**config.mk**
```make
export PLATFORM = sky130hd
export DESIGN_NAME = cid_ident_regs
export DESIGN_NICKNAME = d
export VERILOG_FILES = /design/src/verilog/cid_pkg.sv /design/src/verilog/cid_ident_regs.sv
export SDC_FILE = /design/constraint.sdc
export NUM_CORES = 1
export LEC_CHECK = 0
export ABC_CLOCK_PERIOD_IN_PS = 5450
export BUFFER_PORTS_ARGS = -buffer_cell sky130_fd_sc_hd__buf_4
export CORE_UTILIZATION = 55
export CTS_BUF_LIST = sky130_fd_sc_hd__clkbuf_8
export DETAILED_ROUTE_END_ITERATION = 12
export GPL_TIMING_DRIVEN = 0
export PLACE_DENSITY = 0.78
export RECOVER_POWER = 100
export SLEW_MARGIN = 20
export SYNTH_ARGS = -nofsm -noshare
export SYNTH_HDL_FRONTEND = slang
export SYNTH_SLANG_ARGS = --single-unit
```
**constraint.sdc**
```tcl
create_clock -name pclk -period 5.45 [get_ports pclk]
set_clock_uncertainty 0.1 [all_clocks]
set_input_delay 0.8175 -clock pclk [delete_from_list [all_inputs] [get_ports pclk]]
set_output_delay 0.8175 -clock pclk [all_outputs]
set_load 0.01 [all_outputs]
```
**src/verilog/cid_pkg.sv**
```systemverilog
// Package for the CAN message buffer identifier block.
// Assumes a 32-bit APB register bus and one byte per register word.
package cid_pkg;

   // Register byte addresses
   localparam logic [7:0] CID_TX_IDENT0_OFS = 8'h00; // ident_byte_0, selected tx buffer
   localparam logic [7:0] CID_TX_IDENT1_OFS = 8'h04; // ident_byte_1, selected tx buffer
   localparam logic [7:0] CID_TX_IDENT2_OFS = 8'h08; // ident_byte_2, selected tx buffer
   localparam logic [7:0] CID_TX_IDENT3_OFS = 8'h0c; // ident_byte_3, selected tx buffer
   localparam logic [7:0] CID_RX_IDENT0_OFS = 8'h10; // ident_byte_0, receive buffer
   localparam logic [7:0] CID_RX_IDENT3_OFS = 8'h1c; // ident_byte_3, receive buffer
   localparam logic [7:0] CID_TX_SEL_OFS    = 8'h20; // tx_buffer_selection
   localparam logic [7:0] CID_TX_FLAG_OFS   = 8'h24; // tx_flag_register
   localparam logic [7:0] CID_RX_FLAG_OFS   = 8'h28; // rx_flag_register

   // Field positions inside the identifier bytes
   localparam int CID_B1_SRR_POS     = 4;  // Extended layout, byte 1
   localparam int CID_B1_IDE_POS     = 3;  // Both layouts, byte 1
   localparam int CID_B1_STD_RTR_POS = 4;  // Standard layout, byte 1
   localparam int CID_B3_EXT_RTR_POS = 0;  // Extended layout, byte 3
   localparam int CID_RX_FULL_POS    = 0;  // Receive flag register

   // Identifier widths and arbitration field lengths
   localparam int CID_EXT_ID_W  = 29;
   localparam int CID_STD_ID_W  = 11;
   localparam int CID_SEQ_W     = 32;      // Extended: ID, SRR, IDE, RTR
   localparam logic [5:0] CID_EXT_SEQ_LEN = 6'd32;
   localparam logic [5:0] CID_STD_SEQ_LEN = 6'd13; // ID, RTR, IDE

   // Reset values of control state
   localparam logic CID_TX_EMPTY_RST = 1'b1;  // All tx buffers free
   localparam logic CID_RX_FULL_RST  = 1'b0;  // Receive buffer free
   localparam logic CID_ARB_IDLE_BIT = 1'b1;  // Recessive level

   // Transmit shifter states
   typedef enum logic [1:0] {CID_TX_IDLE, CID_TX_SHIFT, CID_TX_WAIT} cid_tx_state_e;

endpackage

```
**src/verilog/cid_ident_regs.sv**
```systemverilog
// CAN message buffer identifier registers: tx buffers, one rx buffer.
// Assumes an APB master on pclk and a CAN engine that drives the link
// strobes synchronously to pclk.
// Identifier bytes have no reset; flags, selection, APB read data/error and the shifter do.
//
// How it works
// - CPU writes to rx ident are ignored
// - ident storage is uninitialised RAM-like storage
// - extended layout: 29 ID bits, SRR, IDE, RTR
// - standard layout: 11 ID bits, RTR, IDE
// - standard field positions in bytes 0 and 1
// - extended field positions across bytes 0 to 3
// - top identifier bit is sent first
// - smaller identifier value wins arbitration
// - received SRR stored as sampled
// - IDE selects format; transmitter follows IDE
// - received IDE marks received frame format
// - RTR 0 data, 1 remote; stored on receive
// - transmitted RTR equals the programmed RTR
//
// Added by the designer: the APB slave port and the register offsets.
`timescale 1ns/1ns
`default_nettype none
module cid_ident_regs
   import cid_pkg::*;
#(
   parameter int NUM_TX = 3                    // Number of transmit buffers
) (
   input  wire logic                    pclk,
   input  wire logic                    presetn,
   input  wire logic                    psel,
   input  wire logic                    penable,
   input  wire logic                    pwrite,
   input  wire logic [7:0]              paddr,
   input  wire logic [31:0]             pwdata,
   input  wire logic [3:0]              pstrb,
   output logic                         pready,
   output logic [31:0]                  prdata,
   output logic                         pslverr,
   input  wire logic                    rx_store,
   input  wire logic [28:0]             rx_id,
   input  wire logic                    rx_ide,
   input  wire logic                    rx_rtr,
   input  wire logic                    rx_srr,
   output logic                         rx_ready,
   output logic                         tx_pending,
   output logic [28:0]                  tx_key,
   input  wire logic [28:0]             bus_key,
   output logic                         tx_outranks,
   input  wire logic                    tx_start,
   input  wire logic                    tx_shift,
   output logic                         tx_bit,
   output logic                         tx_bit_valid,
   input  wire logic                    tx_done
);

   // Pack a received frame into the four identifier bytes {b0,b1,b2,b3}
   function automatic logic [31:0] pack_ident(input logic [28:0] id, input logic ide,
                                              input logic rtr, input logic srr);
      logic [31:0] w;
      // Unused bits are zero rather than stale storage
      w = 32'h0000_0000;
      if (ide) begin
         // Extended layout
         w[31:24] = id[28:21];
         w[23:21] = id[20:18];
         w[16+CID_B1_SRR_POS] = srr;              // Kept as sampled
         w[16+CID_B1_IDE_POS] = 1'b1;
         w[18:16] = id[17:15];
         w[15:8]  = id[14:7];
         w[7:1]   = id[6:0];
         w[CID_B3_EXT_RTR_POS] = rtr;
      end else begin
         // Standard layout; unused bits carry no meaning
         w[31:24] = id[10:3];
         w[23:21] = id[2:0];
         w[16+CID_B1_STD_RTR_POS] = rtr;
         w[16+CID_B1_IDE_POS] = 1'b0;
      end
      return w;
   endfunction

   // Identifier of a packed word, left aligned to 29 bits for comparison
   function automatic logic [28:0] ident_key(input logic [31:0] w);
      logic [28:0] k;
      // Standard ids sit in the top 11 bits, so both formats compare
      if (w[16+CID_B1_IDE_POS]) begin
         k = {w[31:21], w[18:16], w[15:8], w[7:1]};
      end else begin
         k = {w[31:21], 18'h00000};
      end
      return k;
   endfunction

   // Bits in bus order, MSB first, left aligned in the vector
   function automatic logic [31:0] arb_seq(input logic [31:0] w);
      logic [31:0] s;
      if (w[16+CID_B1_IDE_POS]) begin
         // ID28..18, SRR, IDE, ID17..0, RTR
         s = {w[31:21], w[16+CID_B1_SRR_POS], 1'b1, w[18:16], w[15:8], w[7:1],
              w[CID_B3_EXT_RTR_POS]};
      end else begin
         // ID10..0, RTR, IDE
         // The zero tail below the 13 bits is never shifted out
         s = {w[31:21], w[16+CID_B1_STD_RTR_POS], 1'b0, 19'h00000};
      end
      return s;
   endfunction

   // Lowest set bit of a buffer mask, as an index
   function automatic logic [$clog2(NUM_TX+1)-1:0] low_index(input logic [NUM_TX-1:0] m);
      logic [$clog2(NUM_TX+1)-1:0] r;
      r = '0;
      // Scan from the top so the lowest set bit is the last to land
      for (int i = NUM_TX - 1; i >= 0; i--) begin
         if (m[i]) begin
            r = i[$clog2(NUM_TX+1)-1:0];
         end
      end
      return r;
   endfunction

   // One spare code keeps the width legal for a single buffer
   localparam int IW = $clog2(NUM_TX + 1);     // Buffer index width

   // Identifier storage, no reset on purpose
   logic [31:0]          tx_ram [NUM_TX];      // Transmit buffers
   logic [31:0]          rx_ram;               // Receive buffer

   // Control state
   // Flags, selection, APB read data/error and shifter are the only state that reset touches
   logic [NUM_TX-1:0]    tx_empty_q;           // tx_buffer_empty_flag per buffer
   logic [NUM_TX-1:0]    tx_empty_d;
   logic [NUM_TX-1:0]    tx_sel_q;             // tx_buffer_selection
   logic                 rx_full_q;            // rx_buffer_full_flag
   logic                 rx_full_d;
   logic [31:0]          prdata_q;             // Read data captured in setup
   logic                 pslverr_q;            // Error captured in setup
   cid_tx_state_e        tx_state_q;           // Shifter state
   cid_tx_state_e        tx_state_d;
   logic [31:0]          shift_q;              // Arbitration bit stream
   logic [5:0]           left_q;               // Bits still to send
   logic [IW-1:0]        send_idx_q;           // Buffer being sent

   // Bus decode
   // Idents decode on the upper nibble, byte number on bits 3:2
   wire                  setup_ph  = psel & ~penable;
   wire                  wr_acc    = psel & penable & pwrite;
   wire                  hit_tx    = (paddr[7:4] == CID_TX_IDENT0_OFS[7:4]);
   wire                  hit_rx    = (paddr[7:4] == CID_RX_IDENT0_OFS[7:4]);
   wire                  hit_sel   = (paddr == CID_TX_SEL_OFS);
   wire                  hit_tflag = (paddr == CID_TX_FLAG_OFS);
   wire                  hit_rflag = (paddr == CID_RX_FLAG_OFS);
   wire                  aligned   = (paddr[1:0] == 2'b00);
   wire                  mapped    = aligned & (hit_tx | hit_rx | hit_sel | hit_tflag | hit_rflag);
   wire [1:0]            byte_no   = paddr[3:2];

   // Selected tx buffer: lowest selected bit
   // Extra selection bits are ignored: one window at a time
   wire [IW-1:0]         sel_idx   = low_index(tx_sel_q);
   wire                  sel_any   = |tx_sel_q;
   wire                  sel_empty = tx_empty_q[sel_idx[IW-1:0] % NUM_TX];

   // CPU window onto tx buffer needs empty flag and selection
   wire                  tx_open   = sel_any & sel_empty;
   // CPU window onto rx buffer needs full flag
   wire                  rx_open   = rx_full_q;

   // Buffer chosen for sending: lowest index that is queued
   wire [NUM_TX-1:0]     queued    = ~tx_empty_q;
   wire [IW-1:0]         pick_idx  = low_index(queued);
   wire [31:0]           pick_word = tx_ram[pick_idx % NUM_TX];

   // Strobes from software
   // A frame offered while full is dropped; the engine must retry
   wire                  wr_tx     = wr_acc & hit_tx & aligned & tx_open & pstrb[0];
   wire                  wr_sel    = wr_acc & hit_sel & pstrb[0];
   wire                  wr_tflag  = wr_acc & hit_tflag & pstrb[0];
   wire                  wr_rflag  = wr_acc & hit_rflag & pstrb[0];
   wire                  rx_take   = rx_store & ~rx_full_q;

   // Read mux for the addressed register
   logic [31:0]          rd_word;
   logic [7:0]           rd_byte;

   // Pick byte of a packed identifier word
   // Closed windows read zero, so stale frames never leak
   always_comb begin
      rd_byte = 8'h00;
      rd_word = 32'h0000_0000;
      if (hit_tx && tx_open) begin
         rd_byte = tx_ram[sel_idx % NUM_TX][8*(3-byte_no) +: 8];
      end else if (hit_rx && rx_open) begin
         rd_byte = rx_ram[8*(3-byte_no) +: 8];
      end
      if (hit_tx || hit_rx) begin
         rd_word = {24'h000000, rd_byte};
      end else if (hit_sel) begin
         rd_word[NUM_TX-1:0] = tx_sel_q;
      end else if (hit_tflag) begin
         rd_word[NUM_TX-1:0] = tx_empty_q;
      end else if (hit_rflag) begin
         rd_word[CID_RX_FULL_POS] = rx_full_q;
      end
   end

   // Tx storage writes; the CPU byte lands in the ident byte picked by byte_no
   // Only lane 0 carries data: one byte per register word
   // Software is trusted to write SRR as 1
   always_ff @(posedge pclk) begin
      if (wr_tx) begin
         tx_ram[sel_idx % NUM_TX][8*(3-byte_no) +: 8] <= pwdata[7:0];
      end
   end

   // Rx storage has only the engine as writer
   // Stored whole in one cycle, so software never sees half a frame
   always_ff @(posedge pclk) begin
      if (rx_take) begin
         rx_ram <= pack_ident(rx_id, rx_ide, rx_rtr, rx_srr);
      end
   end

   // Empty flags: write 1 queues a buffer, tx_done frees it; set wins
   // A tx_done only counts while a frame is in flight
   always_comb begin
      tx_empty_d = tx_empty_q;
      if (wr_tflag) begin
         tx_empty_d = tx_empty_q & ~pwdata[NUM_TX-1:0];
      end
      if (tx_done && tx_state_q != CID_TX_IDLE) begin
         tx_empty_d[send_idx_q % NUM_TX] = 1'b1;
      end
   end

   // Full flag: write 1 releases, a stored frame sets; set wins
   // Release and new frame together leave the buffer empty; the offered frame is dropped
   always_comb begin
      rx_full_d = rx_full_q;
      if (wr_rflag && pwdata[CID_RX_FULL_POS]) begin
         rx_full_d = 1'b0;
      end
      if (rx_take) begin
         rx_full_d = 1'b1;
      end
   end

   // Flag and selection registers
   // Changing selection does not touch frames already queued
   always_ff @(posedge pclk or negedge presetn) begin
      if (!presetn) begin
         tx_empty_q <= {NUM_TX{CID_TX_EMPTY_RST}};
         tx_sel_q   <= '0;
         rx_full_q  <= CID_RX_FULL_RST;
      end else begin
         tx_empty_q <= tx_empty_d;
         rx_full_q  <= rx_full_d;
         if (wr_sel) begin
            tx_sel_q <= pwdata[NUM_TX-1:0];
         end
      end
   end

   // Read data and error are latched in setup, so they come from flops
   // Trade-off: no glitches on prdata, but it reflects the setup cycle
   always_ff @(posedge pclk or negedge presetn) begin
      if (!presetn) begin
         prdata_q  <= 32'h0000_0000;
         pslverr_q <= 1'b0;
      end else if (setup_ph) begin
         prdata_q  <= rd_word;
         pslverr_q <= ~mapped;
      end
   end

   // Shifter next state
   // WAIT holds the shifter until the engine ends the frame; tx_bit is recessive there only after an extended frame
   always_comb begin
      tx_state_d = tx_state_q;
      case (tx_state_q)
         CID_TX_IDLE: begin
            if (tx_start && tx_pending) begin
               tx_state_d = CID_TX_SHIFT;
            end
         end
         CID_TX_SHIFT: begin
            if (tx_done) begin
               tx_state_d = CID_TX_IDLE;
            end else if (tx_shift && left_q == 6'd1) begin
               tx_state_d = CID_TX_WAIT;
            end
         end
         CID_TX_WAIT: begin
            if (tx_done) begin
               tx_state_d = CID_TX_IDLE;
            end
         end
         default: begin
            tx_state_d = CID_TX_IDLE;
         end
      endcase
   end

   // Arbitration shifter; MSB first, idle bit is recessive
   // A cut frame (tx_done while shifting) stops the shift at once
   always_ff @(posedge pclk or negedge presetn) begin
      if (!presetn) begin
         tx_state_q <= CID_TX_IDLE;
         shift_q    <= {CID_SEQ_W{CID_ARB_IDLE_BIT}};
         left_q     <= 6'd0;
         send_idx_q <= '0;
      end else begin
         tx_state_q <= tx_state_d;
         if (tx_state_q == CID_TX_IDLE && tx_start && tx_pending) begin
            // Format and RTR follow the stored buffer
            shift_q    <= arb_seq(pick_word);
            left_q     <= pick_word[16+CID_B1_IDE_POS] ? CID_EXT_SEQ_LEN : CID_STD_SEQ_LEN;
            send_idx_q <= pick_idx;
         end else if (tx_state_q == CID_TX_SHIFT && tx_shift && !tx_done) begin
            shift_q <= {shift_q[30:0], CID_ARB_IDLE_BIT};
            left_q  <= left_q - 6'd1;
         end
      end
   end

   // Outputs
   // No wait states, so pready needs no register
   assign pready       = 1'b1;                     // Zero wait states
   assign prdata       = prdata_q;
   assign pslverr      = pslverr_q & psel & penable;
   assign rx_ready     = ~rx_full_q;               // Engine holds frames while full
   assign tx_pending   = |queued;
   // Undefined until the chosen buffer's identifier is written
   assign tx_key       = ident_key(pick_word);
   // Smaller identifier wins; ties do not outrank
   assign tx_outranks  = tx_pending & (tx_key < bus_key);
   assign tx_bit       = shift_q[31];
   assign tx_bit_valid = (tx_state_q == CID_TX_SHIFT);

endmodule
`default_nettype wire

```
Word level (Yosys, flattened, before mapping)

Memory sizes are Yosys's and may differ from the RTL's.
Cells that the tools add are included.

Register bits after elaboration: 114
RAM bits: 96
Input bits: 114
Output and inout bits: 68
Logic and storage cells: 125
Memories: 1

Memory list:

| name   | words | bits a word | rd ports | clocked after Yosys merged registers in | wr ports | RTL line              | RTL |
|---|---|---|---|---|---|---|---|
| tx_ram | 3     | 32          | 2        | 0                                       | 1        | cid_ident_regs.sv:127 | `logic [31:0] tx_ram [NUM_TX];` |

$add $sub $neg: 3
Divide/modulo/power cells: 3
$lt $le $gt $ge: 4
Equal/unequal tests: 10
Shift operators: 4
Muxes and demuxes: 37
Bitwise operators: 30
Reductions and logical operators: 22

Operator list:

| cell                                                         | count |
|---|---|
| modulo 2 x 2 -> 32 bit (second input constant)               | 3 |
| two-way mux 32 bit                                           | 3 |
| indexed part select 32 x 33 -> 8 bit                         | 2 |
| less-than comparator 32 x 3 -> 1 bit (second input constant) | 2 |
| negator 32 -> 34 bit                                         | 1 |
| variable shift 8 x 34 -> 32 bit (first input constant)       | 1 |
| indexed part select 8 x 34 -> 32 bit                         | 1 |
| >= comparator 32 x 1 -> 1 bit (second input constant)        | 1 |
| less-than comparator 29 bit                                  | 1 |
| equality test 8 x 6 -> 1 bit (second input constant)         | 3 |
| two-way mux 2 bit                                            | 11 |
| two-way mux 20 bit                                           | 1 |
| bitwise AND 1 bit                                            | 19 |
| two-way mux 18 bit                                           | 1 |
| two-way mux 6 bit                                            | 3 |
| two-way mux 8 bit                                            | 2 |
| two-way mux 13 bit                                           | 1 |
| two-way mux 3 bit                                            | 4 |
| logical AND 1 bit                                            | 11 |
| two-way mux 1 bit                                            | 7 |
| equality test 6 x 1 -> 1 bit (second input constant)         | 1 |
| NOT 3 bit                                                    | 2 |
| one-hot mux 2 bit (3 select lines)                           | 1 |
| nonzero test 2 bit                                           | 3 |
| other kinds (20)                                             | 28 |

Longest topological paths before layout

Depth after elaboration: 11
Depth in mapped cells: 13

Worst setup path before layout

Ideal clock, no wire load.

Path type: reg2out
From: register tx_empty_q[0]
To: output tx_outranks
Arrival: 2.864 ns
Required time: 4.533 ns
Setup slack: 1.668 ns
Cell stages (with the launch flop): 13
Path buffers: 3
Path through: dfstp_2 -> buf_6 -> nand2_1 -> or2_1 -> clkbuf_1 -> buf_2 -> a211oi_1 -> ha_1 -> a21oi_1 -> o21ai_0 -> a221oi_1 -> o211ai_1 -> nor2_1

Word-level cells in the longest chain between the ends: 7
Elaborated cells between the ends (all ways): 8

Ends and longest elaborated chain:

| what                        | RTL line              | RTL |
|---|---|---|
| from (decl)                 | cid_ident_regs.sv:132 | `logic [NUM_TX-1:0] tx_empty_q;` |
| from (signal assigned)      | cid_ident_regs.sv:252 | `tx_empty_q <= {NUM_TX{CID_TX_EMPTY_RST}};` |
| from (signal assigned)      | cid_ident_regs.sv:256 | `tx_empty_q <= tx_empty_d;` |
| NOT 3 bit                   | cid_ident_regs.sv:170 | `wire [NUM_TX-1:0] queued = ~tx_empty_q;` |
| two-way mux 2 bit           | cid_ident_regs.sv:116 | `if (m[i]) begin` |
| modulo 2 x 2 -> 32 bit      | cid_ident_regs.sv:172 | `wire [31:0] pick_word = tx_ram[pick_idx % NUM_TX];` |
| memory read (3 x 32 bit)    | -                     |  |
| two-way mux 18 bit          | cid_ident_regs.sv:87  | `if (w[16+CID_B1_IDE_POS]) begin` |
| via tx_key[6]               | cid_ident_regs.sv:47  | `output logic [28:0] tx_key,` |
| less-than comparator 29 bit | cid_ident_regs.sv:336 | `assign tx_outranks = tx_pending & (tx_key < bus_key);` |
| bitwise AND 1 bit           | cid_ident_regs.sv:336 |  |
| to (decl)                   | cid_ident_regs.sv:49  | `output logic tx_outranks,` |

The timed path passes the listed nets, and every way through them passes these cells.

Worst setup path in the final report

From: register tx_empty_q[2]
To: output tx_outranks

Word-level cells in the longest chain between the ends: 9
Elaborated cells between the ends (all ways): 10

Ends and longest elaborated chain:

| what                            | RTL line |
|---|---|
| NOT 3 bit (*)                   | cid_ident_regs.sv:170 |
| two-way mux 2 bit (3 in series) | cid_ident_regs.sv:116 |
| modulo 2 x 2 -> 32 bit          | cid_ident_regs.sv:172 |
| memory read (3 x 32 bit)        | - |
| two-way mux 18 bit              | cid_ident_regs.sv:87 |
| less-than comparator 29 bit     | cid_ident_regs.sv:336 |
| bitwise AND 1 bit (*)           | cid_ident_regs.sv:336 |

Mark *: on every way between the ends. The rest lies on a longest branch, timed or not.

==> run summary <==
Outcome: finished with violations
Failing checks: capacitance limit, slew limit
DRC viols: 0
Vias in the first global route: 7601
Worst R2R Start: tx_sel_q[1]
Worst slew pin tran: 3.159 ns
Slew margin rel.: -1.106
Comb pwr share: 0.373
Min-Delay Startpoint: tx_done
WL final: 28170 um
Synth cell types: 66
Max-Cap Viols: 3
Vias per Instance: 6.055
Synth Warn #: 0
Top_reg_cell synth: edfxtp_1
Reg2reg setup slack: 1.89 ns
CTS tree: built
Delay-heaviest family, CP: compound AO/OA/AOI/OAI gates
Count of final max-slew check failures: 100
Max Fanout on Critical Path: 10
Clock latency on the worst-skew pair: 0.48 ns
Fraction of registers with async set/reset: 0.3118
Switching share of power: 0.3888
Maximum vdd drop: 0.2611 mV
Die Wd: 137.8 um
Layout cells sized above 1: 0.2007
WS Path Type: reg -> out
R2R cell count: 7
Initial Util: 0.5625
GRT Total Usage: 0.3054
Buf+Inv Stages, Crit Path: 3
Worst EP arrival: 4.41 ns
Nets: 1235
Root buf cell: clkbuf_8
Detail Route Antenna Nets: 0
PortBufs: 129
FF+latch count, synth: 186
Hold path depth: 2
# setup viols final: 0
Net Sw Power: 0.001731 W
Detailed-route wire length per cell: 21.26 um
Clock buffer depth: 2
DRT iter0 DRCs: 816
RD Place Congestion: 0.8804
Post-DP HPWL: 20980 um
Num rows: 49
Largest net degree at the start of global routing: 59
H-tree levels: 4
Global-route wire length before repair: 41890 um
Clk slew on worst S/H paths: 0.11 ns
Internal cell power: 0.002721 W
Syn Inst Count: 903
Sequential element share of the synthesized area: 0.5266
Worst hold endpoint: tx_state_q[1]
Clock share of power: 0.211
Final Critical Period: 5.323 ns
Slowest-stage cell, CP: a211oi_1
Vias: 8023
Setup Total Neg Slack: 0 ns
IO Count: 182
# hold bufs at CTS: 0
Pleak: 4.744 nW
Fmax: 187.9 MHz
Reg2reg end: prdata[4]
DR pass1 iterations: 5
CP Cell Sequence: clkbuf_1 -> or2_1 -> clkbuf_1 -> nor2_1 -> a211oi_1 -> ha_1 -> a21oi_1 -> o21ai_0 -> a221oi_1 -> o211ai_1 -> nor2_1 -> buf_4
Core ar.: 0.01802 sq mm
Die Area: 0.01898 sq mm
Finished Core Util: 0.6505
Power per cell area: 379.6 mW/mm^2
Antenna violations before repair: 0
Worst min-delay path class: in -> reg
Required @ worst endpoint: 4.53 ns
Crit path from: tx_empty_q[2]
Post-synth EDFFs: 128
Crit end category: output pin
P&R area growth vs syn: 15.65%
Cts repair resizes: 0
Die height: 137.8 um
Final Hold Vio Count: 0
CTS buffer count: 17
Mapped Avg Cell Area: 11.23 sq um
Final period util: 0.9767
Sequential fraction of design power: 0.416
Antenna Cells: 0
CP peak stage delay: 0.68 ns
Number of setup buffers added after CTS: 0
CTS sink cnt: 186
RSZ-0062 raised after global routing: no
Post-Syn Area: 0.01014 sq mm
Startpoint class of the critical path: register
Grt total ovfl: 0
[worst max-delay path by stage]
stage | to | slack [ns] | depth (start not counted)
2_1_floorplan | tx_outranks | 1.67 | 12
3_3_place_gp | tx_outranks | 0.74 | 12
3_5_place_dp | tx_outranks | 0.70 | 12
4_1_cts | tx_outranks | 0.18 | 12
5_1_grt | tx_outranks | 0.006 | 14
6_report | tx_outranks | 0.13 | 12
[sequential cells by signal, summed over array words and instances, names as in the netlist]
register / cells
tx_sel_q: 3
tx_empty_q: 3
rx_ram: 32
tx_state_q: 2
left_q: 6
prdata: 8
tx_ram: 96
shift_q: 32
rx_full_q: 1
send_idx_q: 2
pslverr_q: 1
[power groups by stage]
| stage | registers (W) | logic [W] | clock network (W) |
|---|---|---|---|
| after floorplan | 0.00185 | 0.00107 | 0 |
| after global placement | 0.00187 | 0.00170 | 0 |
| after detailed placement | 0.00187 | 0.00175 | 0 |
| after CTS | 0.00185 | 0.00176 | 0.000939 |
| after global routing | 0.00187 | 0.00181 | 0.000995 |
| final | 0.00185 | 0.00166 | 0.000940 |
[worst register-to-register path, stage by stage (launching register included)]
cell	delay (ns)
dfrtp_1	0.42
clkbuf_1	0.25
nor3b_1	1.49
clkbuf_1	0.61
a21oi_1	0.08
a21oi_1	0.21
a21oi_1	0.10
o211ai_1	0.22
[per-stage QoR]
step | hold slack, ns | instance area (sq um) | setup WS, ns | power [W] | instances
after floorplan | 0.3884 | 10220 | 1.668 | 0.002914 | 926
after global placement | 0.4101 | 11480 | 0.7419 | 0.003570 | 1284
after detailed placement | 0.4181 | 11600 | 0.7017 | 0.003621 | 1293
after CTS | 0.3032 | 12040 | 0.1761 | 0.004543 | 1325
after global routing | 0.3876 | 11730 | 0.006215 | 0.004674 | 1325
final | 0.4093 | 11730 | 0.1271 | 0.004451 | 1325
[Yosys cell counts, drive strengths merged, types with 3 or more instances]
cell type | instances | area (sq um)
a21oi | 69 | 356.6
a21o | 28 | 210.2
o21bai | 4 | 30.03
buf | 47 | 305.3
mux4 | 10 | 225.2
o2111ai | 4 | 35.03
nand2b | 4 | 25.02
nor3b | 5 | 48.80
mux2 | 19 | 214.0
o22ai | 6 | 37.54
nor4 | 12 | 75.07
o21ai | 53 | 272.8
mux2i | 33 | 330.3
a211oi | 19 | 142.6
nor2b | 8 | 50.05
nand2 | 61 | 229.0
and3b | 4 | 35.03
a32oi | 5 | 43.79
and3 | 3 | 20.02
and2 | 52 | 325.3
ha | 38 | 475.5
clkbuf | 31 | 126.4
o211ai | 8 | 60.06
nor2 | 44 | 177.7
nand3 | 17 | 85.08
a22oi | 4 | 30.03
a22o | 33 | 289.0
dfstp | 35 | 919.6
dfrtp | 23 | 575.6
inv | 48 | 180.2
edfxtp | 128 | 3844
nor3 | 11 | 55.05
[per-layer routing]
layer,vias up,GRT usage,wire [um]
li1,3664,-,-
met1,3854,0.3998,11350
met2,432,0.4877,13360
met3,73,0.06843,2431
met4,0,0.1322,1030
met5,-,0,0
[cells by family after synthesis]
logic type / synth area share
multiplexers: 0.07590
XOR/XNOR: 0.001728
other: 0.0007407
flip-flops: 0.5266
AO/OA/AOI/OAI: 0.1636
adder cells (fa/ha/maj): 0.04690
AND/OR/NAND/NOR: 0.1238
buffers and inverters: 0.06072
[cell usage in the layout (no fill, tap or decap), types with 28 or more instances in the layout]
master    count
mux2i_1      33
a21oi_1      68
dfstp_2      33
a22o_1       33
nor2_1       44
inv_1        48
and2_0       41
ha_1         38
buf_4       111
nand2_1      61
clkbuf_1     91
o21ai_0      53
edfxtp_1    128
a21o_1       28
[area by class of cell]
type / instances / area [sq um]
fillers: 1486 / 6300
flip-flops and latches: 186 / 5339
multi-input cells: 613 / 4235
repair buffers: 138 / 833.3
plain buffers: 78 / 416.7
well taps: 229 / 286.5
clock buffers: 17 / 234.0
clock inverters: 15 / 196.4
inverters: 49 / 183.9
(Power assumes the default switching activity.)
